--- config.mk ---
export PLATFORM = sky130hd
export DESIGN_NAME = vdwl_loader
export DESIGN_NICKNAME = d
export VERILOG_FILES = /design/src/vdwl_pkg.sv /design/src/vdwl_sync.sv /design/src/vdwl_loader.sv
export SDC_FILE = /design/constraint.sdc
export NUM_CORES = 1
export LEC_CHECK = 0
export ABC_CLOCK_PERIOD_IN_PS = 2600
export BUFFER_PORTS_ARGS = -buffer_cell sky130_fd_sc_hd__buf_2
export CORE_MARGIN = 2
export CORE_UTILIZATION = 30
export DETAILED_ROUTE_END_ITERATION = 16
export PLACE_DENSITY = 0.44
export SLEW_MARGIN = 25
export SYNTH_ARGS = -nofsm -noshare
export SYNTH_HDL_FRONTEND = slang
export SYNTH_SLANG_ARGS = --single-unit
export TNS_END_PERCENT = 1
--- constraint.sdc ---
create_clock -name CLK -period 2.6 [get_ports CLK]
set_input_delay 0.26 -clock CLK [delete_from_list [all_inputs] [get_ports CLK]]
set_output_delay 0.26 -clock CLK [all_outputs]
set_load 0.05 [all_outputs]
--- src/vdwl_pkg.sv ---
package vdwl_pkg;
	// ------------------------------------------------------------
	// Bus address, word layout and timing
	// ------------------------------------------------------------
	localparam logic [4:0] DEV_ADDR_HI = 5'h03;
	localparam int ADDR_HI_LSB = 2;
	localparam int PD_BIT = 15;
	localparam int CODE_MSB_BIT = 13;
	localparam int CODE_LSB_BIT = 4;
	localparam logic [15:0] WORD_RESET = 16'h0000;
	localparam logic [9:0] CODE_RESET = 10'h000;
	localparam logic [3:0] BIT_LAST = 4'h7;
	localparam logic [3:0] BIT_ACK = 4'h8;
	localparam int CLK_HZ = 20000000;
	localparam int BUS_MAX_HZ = 400000;
	localparam int SCL_PERIOD_CYC = CLK_HZ / BUS_MAX_HZ;

	typedef enum logic [2:0]
	{
		VDWL_IDLE = 3'b000,
		VDWL_ADDR = 3'b001,
		VDWL_WDATA = 3'b010,
		VDWL_RDATA = 3'b011,
		VDWL_IGNORE = 3'b100
	} vdwl_state_type;

	typedef struct packed
	{
		logic power_down_flag;
		logic [9:0] code;
	} vdwl_dac_type;
endpackage : vdwl_pkg

--- src/vdwl_sync.sv ---
`timescale 1ns/10ps
module vdwl_sync
(
	input wire logic CLK,
	input wire logic RESETN,
	input wire logic d,
	output logic q
);
	logic s1_r;

	always_ff @(posedge CLK or negedge RESETN)
	begin
		if (!RESETN)
		begin
			s1_r <= 1'b1;
			q <= 1'b1;
		end
		else
		begin
			s1_r <= d;
			q <= s1_r;
		end
	end
endmodule : vdwl_sync

--- src/vdwl_loader.sv ---
`timescale 1ns/10ps
module vdwl_loader
(
	input wire logic CLK,
	input wire logic RESETN,
	input wire logic SCL_IN,
	input wire logic SDA_IN,
	output logic SDA_OUT,
	output logic SDA_OE,
	output logic POWER_DOWN,
	output logic [9:0] DAC_CODE
);
	// ------------------------------------------------------------
	// Pin synchronisers and edge detection
	// ------------------------------------------------------------
	// Sampling at 20 MHz leaves ample margin for a 400 kHz bus
	logic scl_s;
	logic sda_s;
	logic scl_d_r;
	logic sda_d_r;

	vdwl_sync u_scl (.CLK(CLK), .RESETN(RESETN), .d(SCL_IN), .q(scl_s));
	vdwl_sync u_sda (.CLK(CLK), .RESETN(RESETN), .d(SDA_IN), .q(sda_s));

	always_ff @(posedge CLK or negedge RESETN)
	begin
		if (!RESETN)
		begin
			scl_d_r <= 1'b1;
			sda_d_r <= 1'b1;
		end
		else
		begin
			scl_d_r <= scl_s;
			sda_d_r <= sda_s;
		end
	end

	wire scl_rise = scl_s & ~scl_d_r;
	wire scl_fall = ~scl_s & scl_d_r;
	wire start_det = scl_s & scl_d_r & sda_d_r & ~sda_s;
	wire stop_det = scl_s & scl_d_r & ~sda_d_r & sda_s;

	// ------------------------------------------------------------
	// Protocol state
	// ------------------------------------------------------------
	vdwl_pkg::vdwl_state_type state_r;
	vdwl_pkg::vdwl_state_type state_nxt;
	logic [3:0] bit_r;
	logic [7:0] sh_r;
	logic byte_idx_r;
	logic [15:0] word_r;
	logic [15:0] word_nxt;
	logic ack_r;
	logic read_done_r;
	vdwl_pkg::vdwl_dac_type dac_r;
	vdwl_pkg::vdwl_dac_type dac_nxt;
	logic sda_drv_r;

	function automatic vdwl_pkg::vdwl_dac_type word_to_dac(input logic [15:0] w);
		vdwl_pkg::vdwl_dac_type d;
		d.power_down_flag = w[vdwl_pkg::PD_BIT];
		d.code = w[vdwl_pkg::CODE_MSB_BIT:vdwl_pkg::CODE_LSB_BIT];
		return d;
	endfunction : word_to_dac

	wire [7:0] rx_byte = {sh_r[6:0], sda_s};
	wire byte_end = scl_rise && (bit_r == vdwl_pkg::BIT_LAST);
	wire addr_match = rx_byte[7:vdwl_pkg::ADDR_HI_LSB + 1] == vdwl_pkg::DEV_ADDR_HI;
	wire [7:0] tx_byte = byte_idx_r ? word_r[7:0] : word_r[15:8];
	wire last_byte = byte_idx_r;

	// Next state on a received byte boundary
	always_comb
	begin
		state_nxt = state_r;
		if (byte_end)
		begin
			unique case (state_r)
				vdwl_pkg::VDWL_IDLE: state_nxt = vdwl_pkg::VDWL_IGNORE;
				vdwl_pkg::VDWL_ADDR:
					state_nxt = !addr_match ? vdwl_pkg::VDWL_IGNORE :
						(rx_byte[0] ? vdwl_pkg::VDWL_RDATA : vdwl_pkg::VDWL_WDATA);
				vdwl_pkg::VDWL_WDATA: state_nxt = vdwl_pkg::VDWL_WDATA;
				vdwl_pkg::VDWL_RDATA: state_nxt = vdwl_pkg::VDWL_RDATA;
				vdwl_pkg::VDWL_IGNORE: state_nxt = vdwl_pkg::VDWL_IGNORE;
				default: state_nxt = vdwl_pkg::VDWL_IDLE;
			endcase
		end
	end

	// Input word: shift-in on writes, clear after a finished read
	always_comb
	begin
		word_nxt = word_r;
		if (stop_det && read_done_r)
			word_nxt = vdwl_pkg::WORD_RESET;
		else if (byte_end && state_r == vdwl_pkg::VDWL_WDATA && !ack_r)
		begin
			if (last_byte)
				word_nxt[7:0] = rx_byte;
			else
				word_nxt[15:8] = rx_byte;
		end
	end

	// Copy to holding register only once the low byte has landed
	always_comb
	begin
		dac_nxt = dac_r;
		if (byte_end && state_r == vdwl_pkg::VDWL_WDATA && last_byte)
			dac_nxt = word_to_dac({word_r[15:8], rx_byte});
	end

	always_ff @(posedge CLK or negedge RESETN)
	begin
		if (!RESETN)
		begin
			state_r <= vdwl_pkg::VDWL_IDLE;
			bit_r <= 4'h0;
			sh_r <= 8'h00;
			byte_idx_r <= 1'b0;
			ack_r <= 1'b0;
			read_done_r <= 1'b0;
		end
		else if (start_det)
		begin
			state_r <= vdwl_pkg::VDWL_ADDR;
			bit_r <= 4'h0;
			byte_idx_r <= 1'b0;
			ack_r <= 1'b0;
			read_done_r <= 1'b0;
		end
		else if (stop_det)
		begin
			state_r <= vdwl_pkg::VDWL_IDLE;
			read_done_r <= 1'b0;
		end
		else if (scl_rise)
		begin
			state_r <= state_nxt;
			sh_r <= rx_byte;
			if (bit_r == vdwl_pkg::BIT_ACK)
			begin
				bit_r <= 4'h0;
				if (ack_r)
					ack_r <= 1'b0;
				else if (state_r == vdwl_pkg::VDWL_WDATA || state_r == vdwl_pkg::VDWL_RDATA)
					byte_idx_r <= ~byte_idx_r;
				if (state_r == vdwl_pkg::VDWL_RDATA && last_byte)
					read_done_r <= 1'b1;
			end
			else
			begin
				bit_r <= bit_r + 4'h1;
				if (byte_end)
					ack_r <= (state_r == vdwl_pkg::VDWL_ADDR) && addr_match;
			end
		end
	end

	// ------------------------------------------------------------
	// Data line drive, changed only while SCL is low
	// ------------------------------------------------------------
	// On a read the master answers the data bytes, so only the address byte and written bytes are acknowledged here
	wire in_ack = bit_r == vdwl_pkg::BIT_ACK;
	wire ack_slot = in_ack && (ack_r || state_r == vdwl_pkg::VDWL_WDATA);

	always_ff @(posedge CLK or negedge RESETN)
	begin
		if (!RESETN)
			sda_drv_r <= 1'b0;
		else if (start_det || stop_det)
			sda_drv_r <= 1'b0;
		else if (scl_fall)
		begin
			if (ack_slot)
				sda_drv_r <= 1'b1;
			// Let go once both bytes are out, else a low bit would block the stop
			else if (state_r == vdwl_pkg::VDWL_RDATA && !in_ack && !ack_r && !read_done_r)
				sda_drv_r <= ~tx_byte[3'(vdwl_pkg::BIT_LAST - bit_r)];
			else if (state_r == vdwl_pkg::VDWL_RDATA && ack_r && in_ack == 1'b0)
				sda_drv_r <= ~word_r[15];
			else
				sda_drv_r <= 1'b0;
		end
	end

	always_ff @(posedge CLK or negedge RESETN)
	begin
		if (!RESETN)
		begin
			word_r <= vdwl_pkg::WORD_RESET;
			dac_r <= '{power_down_flag: 1'b0, code: vdwl_pkg::CODE_RESET};
		end
		else
		begin
			word_r <= word_nxt;
			dac_r <= dac_nxt;
		end
	end

	// Open drain: the pin only ever pulls low
	always_ff @(posedge CLK or negedge RESETN)
	begin
		if (!RESETN)
		begin
			SDA_OUT <= 1'b0;
			SDA_OE <= 1'b0;
			POWER_DOWN <= 1'b0;
			DAC_CODE <= vdwl_pkg::CODE_RESET;
		end
		else
		begin
			SDA_OUT <= 1'b0;
			SDA_OE <= sda_drv_r;
			POWER_DOWN <= dac_r.power_down_flag;
			DAC_CODE <= dac_r.code;
		end
	end
endmodule : vdwl_loader

**Word-level counts from Yosys, hierarchy flattened**

Cells that the tools add are included.

- Bits in registers: 63
- Bits in latches: 0
- Memory bits (writable): 0
- Bits in read-only memories: 0
- Bits of input ports: 4
- Output and inout port bits: 13
- Logic and storage cells: 129
- Memories kept: 0

- Add/subtract/negate cells: 2
- Multiply operators: 0
- Div/mod/pow operators: 0
- Magnitude comparators: 1
- Equal/unequal tests: 10
- Shift-type cells: 0
- Muxes and demuxes: 39
- Bitwise operators: 17
- Reduce and logical (&&, ||, !) cells: 40

Operator list:

| cell | count |
|---|---|
| 2-to-1 mux 16 bit | 2 |
| 2-to-1 mux 8 bit | 3 |
| 2-to-1 mux 1 bit | 23 |
| 2-to-1 mux 4 bit | 4 |
| 2-to-1 mux 3 bit | 5 |
| nonzero test 3 bit | 5 |
| logical AND 1 bit | 13 |
| case mux 3 bit (4 select lines) | 1 |
| nonzero test 2 bit | 6 |
| inverter 1 bit | 10 |
| AND reduction 3 bit | 3 |
| AND reduction 2 bit | 4 |
| bitwise AND 1 bit | 7 |
| equality test 3 x 2 -> 1 bit, second input constant | 2 |
| equality test 5 x 2 -> 1 bit, second input constant | 1 |
| AND reduction 5 bit | 1 |
| adder 4 x 1 -> 4 bit, second input constant | 1 |
| equality test 4 x 3 -> 1 bit, second input constant | 1 |
| equality test 4 bit, second input constant | 1 |
| < comparator 3 x 4 -> 1 bit, second input constant | 1 |
| != test 2 bit, second input constant | 2 |
| binary-select mux 1 bit (select 3 bit) | 1 |
| equality test 3 x 1 -> 1 bit, second input constant | 1 |
| equality test 3 bit, second input constant | 1 |
| other kinds (6) | 10 |

**Depth between registers and ports, before layout**

Gate-level depths: netlist of run 1.

- Depth after elaboration: 9
- Gate-level depth with buffers: 7
- Mapped depth without buffers: 7

**Modules after synthesis**

From an unflattened synthesis of run 1, not the netlist that was laid out.

- Cell total of the unflattened synthesis: 226
- Area total of the unflattened synthesis: 2746.4 sq um

Modules (own cells, without submodules):

| module | instances | cells an instance | area each (sq um) | seq. area each (sq um) |
|---|---|---|---|---|
| vdwl_loader | 1 | 222 | 2641.3 | 1478.9 |
| vdwl_sync | 2 | 2 | 52.6 | 52.6 |

**Worst setup path after synthesis of run 1**

Ideal clock, no wire load.

- Path kind: flip-flop to flip-flop
- Start: register u_scl.q
- End: register dac_r[0] (netlist name)
- Library setup time: 128 ps
- Arrival time: 1746 ps
- Required time: 2472 ps
- Slack: 726 ps
- Stages on the path, launching flop included: 6
- Path buffers: 1
- Clock period less this slack: 1874 ps
- Cells stage by stage: dfstp_2 > and2b_2 > nand4b_4 > nor4_2 > buf_4 > mux2_1

- Longest elaborated chain between the ends: 4

Ends and longest elaborated chain:

| what | RTL line | RTL |
|---|---|---|
| start, declared | vdwl_sync.sv:7 | `output logic q` |
| start signal, assigned | vdwl_sync.sv:21 | `q <= s1_r;` |
| bitwise AND 1 bit | vdwl_loader.sv:39 | `wire scl_rise = scl_s & ~scl_d_r;` |
| logical AND 1 bit | vdwl_loader.sv:68 | `wire byte_end = scl_rise && (bit_r == vdwl_pkg::BIT_LAST);` |
| logical AND 1 bit (2 in a row) | vdwl_loader.sv:111 | `if (byte_end && state_r == vdwl_pkg::VDWL_WDATA && last_byte)` |
| end signal, assigned | vdwl_loader.sv:194 | `dac_r <= '{power_down_flag: 1'b0, code: vdwl_pkg::CODE_RESET};` |
| end signal, assigned | vdwl_loader.sv:199 | `dac_r <= dac_nxt;` |
| end, declared | vdwl_loader.sv:56 | `vdwl_pkg::vdwl_dac_type dac_r;` |

Every way passes these cells.
A chain may end at the register's enable or synchronous reset.

**Worst setup path after layout of run 1**

- Start: register u_scl.q
- End: register dac_r[3] (netlist name)

The elaborated chain is that of the path after synthesis.

==> results of run 1 <==
## layout make-up
type                    instances  area share
clock buffers                  11      0.0480
clock inverters                 5      0.0254
inverters                       3     0.00357
multi-input cells             161       0.331
flip-flops and latches         63       0.503
well taps                     108      0.0429
repair buffers                 22      0.0468
## logic make-up after synthesis
| family | Yosys count | synth area share |
|---|---|---|
| AO/OA/AOI/OAI | 28 | 0.0631 |
| AND/OR/NAND/NOR | 112 | 0.227 |
| other | 1 | 0.00139 |
| XOR/XNOR | 2 | 0.00649 |
| buffers and inverters | 14 | 0.0264 |
| multiplexers | 16 | 0.0788 |
| flip-flops | 63 | 0.587 |
| adder cells (fa/ha/maj) | 2 | 0.00927 |
## power by group
part           switching (mW)  internal, mW  leakage (nW)
Clock                   0.397         0.590         0.112
Sequential              0.118          1.04         0.848
Combinational          0.0969        0.0791         0.553
## how the worst min path moves through the flow
stage          slack, ps     endpoint        from
6_report             360      u_sda.q  u_sda.s1_r
4_1_cts                2   u_scl.s1_r      SCL_IN
5_1_grt              360      u_sda.q  u_sda.s1_r
2_1_floorplan        -40  DAC_CODE[0]      RESETN
3_5_place_dp         330  DAC_CODE[0]      RESETN
3_3_place_gp         340  DAC_CODE[0]      RESETN
## layer usage
layer / share of wire / track usage / up-vias
met2: 0.45 / 0.180 / 24
met1: 0.50 / 0.177 / 870
li1: - / - / 852
met3: 0.036 / 0.0433 / 7
met5: 0 / 0 / -
met4: 0.016 / 0.0506 / 0
## worst reg2reg max path, delay by kind of cell, from the launching register on
family / cells / cell delay (ps)
multiplexers: 1 / 350
flip-flops: 1 / 580
AND/OR/NAND/NOR: 3 / 850
buffers and inverters: 1 / 250
## per-stage QoR
step                      std cells  power [mW]  area (µm²)
after CTS                       371        2.35        3130
after global routing            373        2.43        3150
after detailed placement        354        1.35        2890
final                           373        2.32        3150
after floorplan                 238        1.26        2700
after global placement          354        1.35        2890
## layout by cell type, fill, tap and decap left out, drive strengths merged, types with 3 or more instances in the layout
| cell | instances |
|---|---|
| buf | 19 |
| nor3b | 4 |
| dfstp | 6 |
| o31ai | 3 |
| inv | 3 |
| mux4 | 3 |
| nand2 | 67 |
| nor3 | 3 |
| dlygate4sd3 | 3 |
| a21oi | 4 |
| nor4 | 4 |
| o21ai | 14 |
| clkbuf | 11 |
| nand3 | 9 |
| dfrtp | 57 |
| nor2 | 8 |
| nand2b | 5 |
| mux2 | 12 |
## flip-flops by register name, indices dropped and copies added, names as in the netlist
register	flops
DAC_CODE	10
POWER_DOWN	1
SDA_OE	1
ack_r	1
bit_r	4
byte_idx_r	1
dac_r	11
read_done_r	1
scl_d_r	1
sda_d_r	1
sda_drv_r	1
sh_r	7
state_r	3
u_scl.q	1
u_scl.s1_r	1
u_sda.q	1
u_sda.s1_r	1
word_r	16
## what timing repair did
action                     4_1_cts  5_1_grt
setup endpoints to repair        0        0
hold buffers                     1        2
hold endpoints to repair        23        2
==> results by group, run 1 <==
Floorplanning
  • Initial Util: 0.309
  • Die area: 0.00977 mm²
  • Die W: 98.8 µm
  • Num ports: 17
  • Num rows: 34
  • Core area: 0.00872 mm²
  • Die Y: 98.8 µm

Timing
  • Actual slew at the worst max-slew pin: 741 ps
  • Relative slew margins: 0.505
  • Period utilization: 0.822
  • TNS Setup: 0 ps
  • Clock Skews: 8.17 ps
  • Final setup violation count: 0
  • Final Hold Vio Count: 0
  • Unrepaired setup endpoints after global routing: no
  • Final slew viol count: 0
  • Tmin final: 2140 ps
  • Final Worst Setup Slack: 462 ps
  • Max Fclk: 468 MHz
  • WHS: 356 ps

Clock network
  • CTS sink cnt: 63
  • Root buf cell: clkbuf_8
  • CTS Buffer Depth: 2
  • Clk_lat worst skew: 340 ps
  • CTS tree: built
  • Clock transition at path regs: 70 ps
  • H-tree levels: 3
  • Postcts setup bufs: 0
  • Total CTS buffers: 9
  • Post-CTS resize count: 0

Global route
  • Global route overflow: 0
  • Initial antenna violation count: 0
  • First-pass GRT wire length: 9.46 mm
  • Total GRT Usage: 0.126
  • Pin count of the biggest net entering global routing: 37
  • Vias in the first global route: 1760

Finish
  • Area grow syn2layout: 16.8%
  • Multi-input gate area: 0.00104 mm²
  • Diodes inserted: 0
  • Reg area: 0.00158 mm²
  • Number of fill cells: 853
  • Final nets: 266
  • Share of layout cells above drive strength 1: 0.226
  • Final core utilization: 0.361

Yosys
  • Synth Instances: 238
  • Avg Synthesized Cell Area: 11.3 µm²
  • Ys flop type: dfrtp_1
  • Sequential share of the synthesized area: 0.587
  • Asr flop ratio synth: 1.00
  • Yosys reg bits: 63
  • Synth top area cells: dfrtp_1 (53%), nand2_1 (9.3%), dfstp_2 (5.8%)
  • Number of flops mapped to enable cells by yosys: 0
  • Synthesized cell area: 0.00270 mm²
  • Yosys warnings: 0
  • Syn Nets: 244
  • Post-synthesis cell type count: 45
  • Count leader, synth: nand2_1
  • Share of the synthesized area in the top cell type: 0.529
  • Cell taking the most area after synthesis: dfrtp_1
  • Top cells by count, synth: nand2_1 (67), dfrtp_1 (57), o21ai_0 (14), mux2_1 (10)

Place
  • Port Buffers: 15
  • Detailed Place HPWL: 3.68 mm
  • Post-place setup slack: 440 ps
  • Gp weighted congestion: 0.768

Drt
  • Routed len/inst: 14.9 µm
  • Vias post-DR: 1753
  • Post-Route WL: 5.55 mm
  • Initial DRC count: 78
  • ANT nets after route: 0
  • Drt drc: 0
  • Vias/cell: 4.70
  • TritonRoute pass-1 iters: 4

Critical path
  • Reg2Reg Depth: 5
  • Critical Path Start: u_scl.q
  • CP Buf/Inv Count: 1
  • Critical path fanouts, max: 12
  • Worst Setup EP: dac_r[3]
  • Worst Path Class, Setup: reg2reg
  • WP data arrival: 2370 ps
  • Cell Chain, Critical Path: and2b_2, nand4b_4, nor4_2, buf_4, mux2_2
  • Startpoint Class: flop
  • Top delay family on crit path: simple AND/OR/NAND/NOR gates
  • Crit. End Element: flop
  • Setup slack on the worst flop-to-flop path: 460 ps
  • Reg-to-reg endpoint: dac_r[3]
  • CP max-delay cell: dfstp_2
  • Critical path depth: 5
  • Slowest stage delay, CP: 580 ps
  • Reg2reg start: u_scl.q
  • Critical Path RT: 2830 ps

Pwr
  • Pwr/cell area: 736 mW/mm²
  • Leakage: 1.51 nW
  • Peak supply drop: 0.000217 V

Worst hold path
  • WHS Path Cells: 0
  • Hold crit path type: reg2reg

Run status
  • Status: complete, no violations

Job
  • MaxCap Viol Count: 0
Note: power is estimated with default switching activity, not from simulation.
==> run 2, diff against run 1 <==
- ABC_AREA: not set -> 1
- ABC_CLOCK_PERIOD_IN_PS: 2600 -> 1820
- PLACE_DENSITY: 0.44 -> 0.46
- clock period: 2.6 -> 1.82 ns (I/O delays scaled with it)
==> run 2 against run 1 <==
Effect of this change: via count is 7.3% higher; critical path depth is 2 higher; synthesized area is 1.7% lower; count of clock-buffer cells in the layout stayed put.
==> results by group, run 2 <==
Run status
  • Status: complete, no violations

Clock network
  • H-tree levels: 3 (unchanged)
  • Root buf cell: clkbuf_8
  • Postcts setup bufs: 0 (unchanged)
  • Clk_lat worst skew: 350 ps (about the same)
  • CTS Buffer Depth: 2 (unchanged)
  • CTS tree: built
  • Clock transition at path regs: 80 ps (about the same)
  • Total CTS buffers: 9 (unchanged)
  • CTS sink cnt: 63 (unchanged)

Drt
  • Drt drc: 0 (unchanged)
  • Initial DRC count: 113 (+45%)
  • Vias post-DR: 1881 (+7.3%)
  • Post-Route WL: 5.66 mm (+1.9%)
  • Routed len/inst: 13.3 µm (-11%)
  • TritonRoute pass-1 iters: 4 (unchanged)
  • Vias/cell: 4.43 (-5.8%)
  • ANT nets after route: 0 (unchanged)

Yosys
  • Synth top area cells: dfrtp_1 (54%), nand2_1 (10%), dfstp_2 (5.9%)
  • Avg Synthesized Cell Area: 9.44 µm² (-17%)
  • Cell taking the most area after synthesis: dfrtp_1
  • Synthesized cell area: 0.00265 mm² (-1.7%)
  • Number of flops mapped to enable cells by yosys: 0 (unchanged)
  • Ys flop type: dfrtp_1
  • Share of the synthesized area in the top cell type: 0.538 (+0.00923)
  • Sequential share of the synthesized area: 0.597 (+0.0103)
  • Yosys warnings: 0 (unchanged)
  • Post-synthesis cell type count: 32 (-29%)
  • Synth Instances: 281 (+18%)
  • Top cells by count, synth: nand2_1 (74), dfrtp_1 (57), inv_1 (32), o21ai_0 (27), nand3_1 (21)
  • Count leader, synth: nand2_1
  • Asr flop ratio synth: 1.00 (unchanged)
  • Syn Nets: 287 (+18%)
  • Yosys reg bits: 63 (unchanged)

Timing
  • Final Hold Vio Count: 0 (unchanged)
  • Final slew viol count: 0 (unchanged)
  • Max Fclk: 589 MHz (+26%)
  • Relative slew margins: 0.662 (+0.158)
  • TNS Setup: 0 ps (unchanged)
  • Final Worst Setup Slack: 122 ps (-341 ps)
  • Tmin final: 1700 ps (-439 ps)
  • Actual slew at the worst max-slew pin: 507 ps (-235 ps)
  • Final setup violation count: 0 (unchanged)
  • Period utilization: 0.933 (+0.111)
  • Clock Skews: 12.7 ps (+4.57 ps)
  • Unrepaired setup endpoints after global routing: no

Global route
  • Total GRT Usage: 0.130 (+0.00397)
  • First-pass GRT wire length: 9.56 mm (+1.0%)
  • Initial antenna violation count: 0 (unchanged)
  • Global route overflow: 0 (unchanged)
  • Pin count of the biggest net entering global routing: 24 (-35%)
  • Vias in the first global route: 1817 (+3.2%)

Finish
  • Most frequent cells in the layout: nand2_1 (74), dfrtp_1 (56), inv_1 (32)
  • Final nets: 318 (+20%)
  • Final core utilization: 0.371 (+0.00965)
  • Regs by FF count: word_r (16), dac_r (11), DAC_CODE (10)
  • Largest Register: word_r
  • Most common cell after layout, fill and taps aside: nand2_1
  • Area grow syn2layout: 20.9%
  • Max FFs per register: 16 (unchanged)
  • Diodes inserted: 0 (unchanged)
  • Share of layout cells above drive strength 1: 0.218 (-0.00875)

Place
  • Port Buffers: 15 (unchanged)
  • Gp weighted congestion: 0.838 (+9.1%)
  • Detailed Place HPWL: 3.90 mm (+5.8%)
  • Post-place setup slack: 147 ps (-293 ps)

Critical path
  • Reg-to-reg endpoint: byte_idx_r
  • Worst Path Class, Setup: reg2reg
  • Slowest stage delay, CP: 450 ps (-130 ps)
  • CP max-delay cell: dfrtp_2
  • Crit path top cell by count: nand3_1
  • Cell Chain, Critical Path: inv_1, ha_1, nand3_1, nor2_1, nand3_1, o21ai_0, a21oi_1
  • Critical Path RT: 2030 ps (-800 ps)
  • Startpoint Class: flop
  • Reg2Reg Depth: 7 (+2)
  • Reg2reg start: bit_r[0]
  • WP data arrival: 1910 ps (-460 ps)
  • Top delay family on crit path: simple AND/OR/NAND/NOR gates
  • Critical path fanouts, max: 7 (-5)
  • CP Buf/Inv Count: 1 (unchanged)
  • Setup slack on the worst flop-to-flop path: 120 ps (-340 ps)
  • Crit. End Element: flop

Floorplanning
  • Initial Util: 0.307 (-0.00231)
  • Num ports: 17 (unchanged)
  • Die Y: 98.0 µm (-0.82%)
  • Die area: 0.00961 mm² (-1.6%)
  • Num rows: 34 (unchanged)
  • Die W: 98.0 µm (-0.82%)
  • Core area: 0.00864 mm² (-0.98%)

Pwr
  • Peak supply drop: 0.000377 V (+74%)
  • Comb power frac: 0.103 (+0.027)
  • Clk pwr share: 0.437 (+0.011)
  • Psw: 0.899 mW (+47%)
  • Overall Power: 3.46 mW (+49%)
  • Sequential share of power: 0.459 (-0.040)
  • Leakage: 1.52 nW (+0.26%)
  • Sw frac: 0.260 (-0.00418)
  • Internal power: 2.57 mW (+50%)
  • Pwr/cell area: 1080 mW/mm² (+47%)

Worst hold path
  • Hold crit path type: in2async

Job
  • MaxCap Viol Count: 0 (unchanged)
[run 2: metrics by stage]
stage / cells / hold slack [ps] / instance area [µm²]
2_1_floorplan: 281 / -114 / 2650
3_3_place_gp: 406 / 186 / 2920
3_5_place_dp: 406 / 181 / 2920
4_1_cts: 425 / 353 / 3200
5_1_grt: 425 / 367 / 3200
6_report: 425 / 337 / 3200
[run 2: worst max-delay path by stage]
| stage | startpoint | to | slack [ps] | cells after the start |
|---|---|---|---|---|
| floorplan | u_sda.q | word_r[14] | 290 | 10 |
| global placement | bit_r[0] | ack_r | 160 | 7 |
| detailed placement | bit_r[0] | ack_r | 150 | 7 |
| CTS | bit_r[0] | byte_idx_r | 140 | 7 |
| global route | bit_r[0] | ack_r | 30 | 7 |
| finish | bit_r[0] | byte_idx_r | 120 | 7 |
[run 2: layer usage]
layer  routed length, µm  share of wire  global-route usage  vias to the layer above
li1                    -              -                   -                      962
met1                3100           0.55               0.192                      880
met2                2270           0.40               0.180                       32
met3                 214          0.038              0.0458                        7
met4                  67          0.012              0.0385                        0
met5                   0              0                   0                        -
[run 2: final cells by class]
cell class | count | area (µm²)
multi-input combinational | 174 | 887
sequential | 63 | 1590
inverter | 37 | 141
fill | 887 | 5430
tap | 108 | 135
clock inverter | 5 | 104
timing repair buffer | 27 | 210
clock buffer | 11 | 141
[run 2: cells by family after synthesis]
kind of cell	after synthesis	share of synthesized area
compound gates	58	0.133
fa+ha+maj	2	0.00944
buf+inv	44	0.0698
flops	63	0.597
other cells	1	0.00141
simple gates	113	0.189
[run 2: power by group through the flow]
stage	combinational (mW)	clock (mW)	sequential [mW]
6_report	0.358	1.52	1.59
5_1_grt	0.415	1.62	1.61
4_1_cts	0.363	1.55	1.59
3_5_place_dp	0.358	0	1.61
3_3_place_gp	0.362	0	1.61
2_1_floorplan	0.241	0	1.59
[run 2: what timing repair did]
item                                   CTS  global route
setup endpoints to repair                0             8
hold buffers                             3             0
endpoints found under the hold margin   20             0
gates resized for setup                  0             2
==> run 3, diff against run 2 <==
- GPL_TIMING_DRIVEN: not set -> 0
- PLACE_DENSITY: 0.46 -> 0.48
==> run 3 against run 2 <==
Effect of this change: final cell count increased by 1.2%; routed wire length increased by 2.3%; die area unchanged; largest power group unchanged; global-route usage decreased by 0.19 points; critical path type unchanged.
==> results by group, run 3 (same netlist as run 2, synthesis figures left out) <==
Run status
  • Status: complete, no violations

Timing
  • Relative slew margins: 0.669 (+0.00641)
  • Period utilization: 0.926 (-0.00705)
  • Max Fclk: 593 MHz (+0.76%)
  • Final slew viol count: 0 (unchanged)
  • Tmin final: 1690 ps (-12.8 ps)
  • Final Hold Vio Count: 0 (unchanged)
  • Unrepaired setup endpoints after global routing: yes
  • Actual slew at the worst max-slew pin: 493 ps (-13.4 ps)
  • Clock Skews: 7.87 ps (-4.87 ps)
  • Final Worst Setup Slack: 135 ps (+12.8 ps)
  • Final setup violation count: 0 (unchanged)

Global route
  • Initial antenna violation count: 0 (unchanged)
  • Vias in the first global route: 1901 (+4.6%)
  • GR Layer Usage met1: 0.178 (-0.0146)
  • Total GRT Usage: 0.128 (-0.00191)
  • GR Util met2: 0.188 (+0.00738)
  • Global route overflow: 0 (unchanged)
  • First-pass GRT wire length: 9.56 mm (about the same)
  • Met3 Track Usage GR: 0.0301 (-0.0157)
  • Busiest grt layer: met2
  • Pin count of the biggest net entering global routing: 39 (+63%)

Clock network
  • Clock transition at path regs: 70 ps (about the same)
  • H-tree levels: 3 (unchanged)
  • CTS sink cnt: 63 (unchanged)
  • CTS tree: built
  • Root buf cell: clkbuf_8
  • Clk_lat worst skew: 340 ps (about the same)
  • Total CTS buffers: 9 (unchanged)
  • CTS Buffer Depth: 2 (unchanged)

Drt
  • Initial DRC count: 138 (+22%)
  • ANT nets after route: 0 (unchanged)
  • Vias post-DR: 1920 (+2.1%)
  • Vias/cell: 4.47 (+0.89%)
  • TritonRoute pass-1 iters: 4 (unchanged)
  • Routed len/inst: 13.5 µm (+1.1%)
  • Drt drc: 0 (unchanged)
  • Post-Route WL: 5.79 mm (+2.3%)

Critical path
  • WP data arrival: 1910 ps (about the same)
  • Critical path fanouts, max: 10 (+3)
  • Worst Setup EP: word_r[14]
  • Critical path depth: 10 (+3)
  • Top delay family on crit path: simple AND/OR/NAND/NOR gates
  • Worst Path Class, Setup: reg2reg
  • Cell Chain, Critical Path: nand2_4, clkinv_4, nand3_4, nor2_4, nand3_2, nand2_1, inv_2, buf_8, nand2_1, o21ai_2
  • Setup slack on the worst flop-to-flop path: 130 ps (about the same)
  • Reg2Reg Depth: 10 (+3)
  • Reg-to-reg endpoint: word_r[14]
  • Reg2reg start: u_scl.q
  • Slowest stage delay, CP: 580 ps (+130 ps)
  • Critical Path Start: u_scl.q
  • CP Buf/Inv Count: 3 (+2)
  • Critical Path RT: 2050 ps (+20 ps)
  • Crit. End Element: flop
  • CP max-delay cell: dfstp_2
  • Crit path top cell by count: nand2_1
  • Startpoint Class: flop

Finish
  • Final nets: 323 (+1.6%)
  • Reg area: 0.00159 mm² (unchanged)
  • Regs by FF count: word_r (16), dac_r (11), DAC_CODE (10)
  • Share of layout cells above drive strength 1: 0.227 (+0.00904)
  • Max FFs per register: 16 (unchanged)
  • Most frequent cells in the layout: nand2_1 (73), dfrtp_1 (56), inv_1 (32)
  • Diodes inserted: 0 (unchanged)
  • Final core utilization: 0.367 (-0.00391)
  • Area grow syn2layout: 19.6%
  • Largest Register: word_r
  • Post-route non-filler standard cell count: 430 (+1.2%)
  • Most common cell after layout, fill and taps aside: nand2_1
  • Number of fill cells: 918 (+3.5%)
  • Multi-input gate area: 895 µm² (+0.85%)

Place
  • Placed Cells incl. Taps: 405 (-0.25%)
  • Gp weighted congestion: 0.818 (-2.4%)
  • Port Buffers: 15 (unchanged)
  • Post-place setup slack: 12.4 ps (-135 ps)
  • Detailed Place HPWL: 3.86 mm (-0.87%)

Pwr
  • Comb power frac: 0.125 (+0.022)
  • Leakage: 1.49 nW (-1.7%)
  • Sw frac: 0.278 (+0.0184)
  • Clk pwr share: 0.378 (-0.059)
  • Pwr/cell area: 1000 mW/mm² (-7.2%)
  • Sequential share of power: 0.497 (+0.038)
  • Peak supply drop: 0.000374 V (-0.66%)
  • Internal power: 2.30 mW (-10%)
  • Psw: 0.885 mW (-1.6%)

Floorplanning
  • Die W: 98.0 µm (unchanged)
  • Die area: 0.00961 mm² (unchanged)
  • Num ports: 17 (unchanged)
  • Num rows: 34 (unchanged)
  • Die Y: 98.0 µm (unchanged)
  • Initial Util: 0.307 (unchanged)
  • Core area: 0.00864 mm² (unchanged)

Worst hold path
  • Hold crit path type: in2async

Job
  • MaxCap Viol Count: 0 (unchanged)
## run 3: cell types whose count changed in the layout (fill, tap and decap cells not counted), sizes merged
cell    change
buf         +3
clkbuf      +3
clkinv      +3
bufinv      -2
inv         -2
## run 3: worst min-delay path by stage
| stage | endpoint | from | cells after the start | slack [ps] |
|---|---|---|---|---|
| 2_1_floorplan | DAC_CODE[0] | RESETN | 0 | -110 |
| 3_3_place_gp | u_sda.s1_r | SDA_IN | 1 | 290 |
| 3_5_place_dp | DAC_CODE[8] | RESETN | 1 | 120 |
| 4_1_cts | DAC_CODE[8] | RESETN | 2 | 300 |
| 5_1_grt | DAC_CODE[8] | RESETN | 2 | 320 |
| 6_report | DAC_CODE[8] | RESETN | 2 | 290 |
## run 3: stage by stage
stage	setup TNS [ps]	total power, mW	hold WS [ps]	cell area, µm²
6_report	0	3.18	294	3170
3_5_place_dp	0	1.97	119	2880
3_3_place_gp	0	1.95	287	2860
2_1_floorplan	0	1.84	-114	2650
4_1_cts	0	3.19	304	3110
5_1_grt	-22.2	3.36	317	3170
## run 3: repair_timing
| item | in CTS | in global routing |
|---|---|---|
| pin swaps | 0 | 2 |
| gates resized for setup | 1 | 7 |
| gates cloned | 0 | 0 |
| hold buffers | 3 | 0 |
| buffers inserted | 0 | 6 |
| endpoints found under the setup margin | 3 | 24 |
| endpoints found under the hold margin | 24 | 0 |
## run 3: area by class of cell
class                      instances  area share
inverter                          37      0.0454
clock inverter                     4      0.0142
multi-input combinational        174       0.282
clock buffer                      12      0.0458
timing repair buffer              25      0.0545
tap                              108      0.0426
sequential                        63       0.500
buffer                             7      0.0154
## run 3: power groups by stage
stage	sequential, mW	combinational (mW)	clock, mW
global placement	1.61	0.340	0
finish	1.58	0.397	1.20
global route	1.60	0.453	1.31
detailed placement	1.61	0.354	0
CTS	1.59	0.359	1.24
floorplan	1.59	0.241	0
## run 3: worst reg2reg max path: stages (launching register included)
cell and delay (ps):
dfstp_2 580, nand2_4 90, clkinv_4 70, nand3_4 110, nor2_4 210, nand3_2 80
nand2_1 80, inv_2 90, buf_8 170, nand2_1 70, o21ai_2 50
## run 3: per-layer routing
layer	vias to the layer above	part of all wire
met5	-	0
met4	0	0.017
li1	982	-
met3	9	0.024
met1	902	0.51
met2	27	0.44
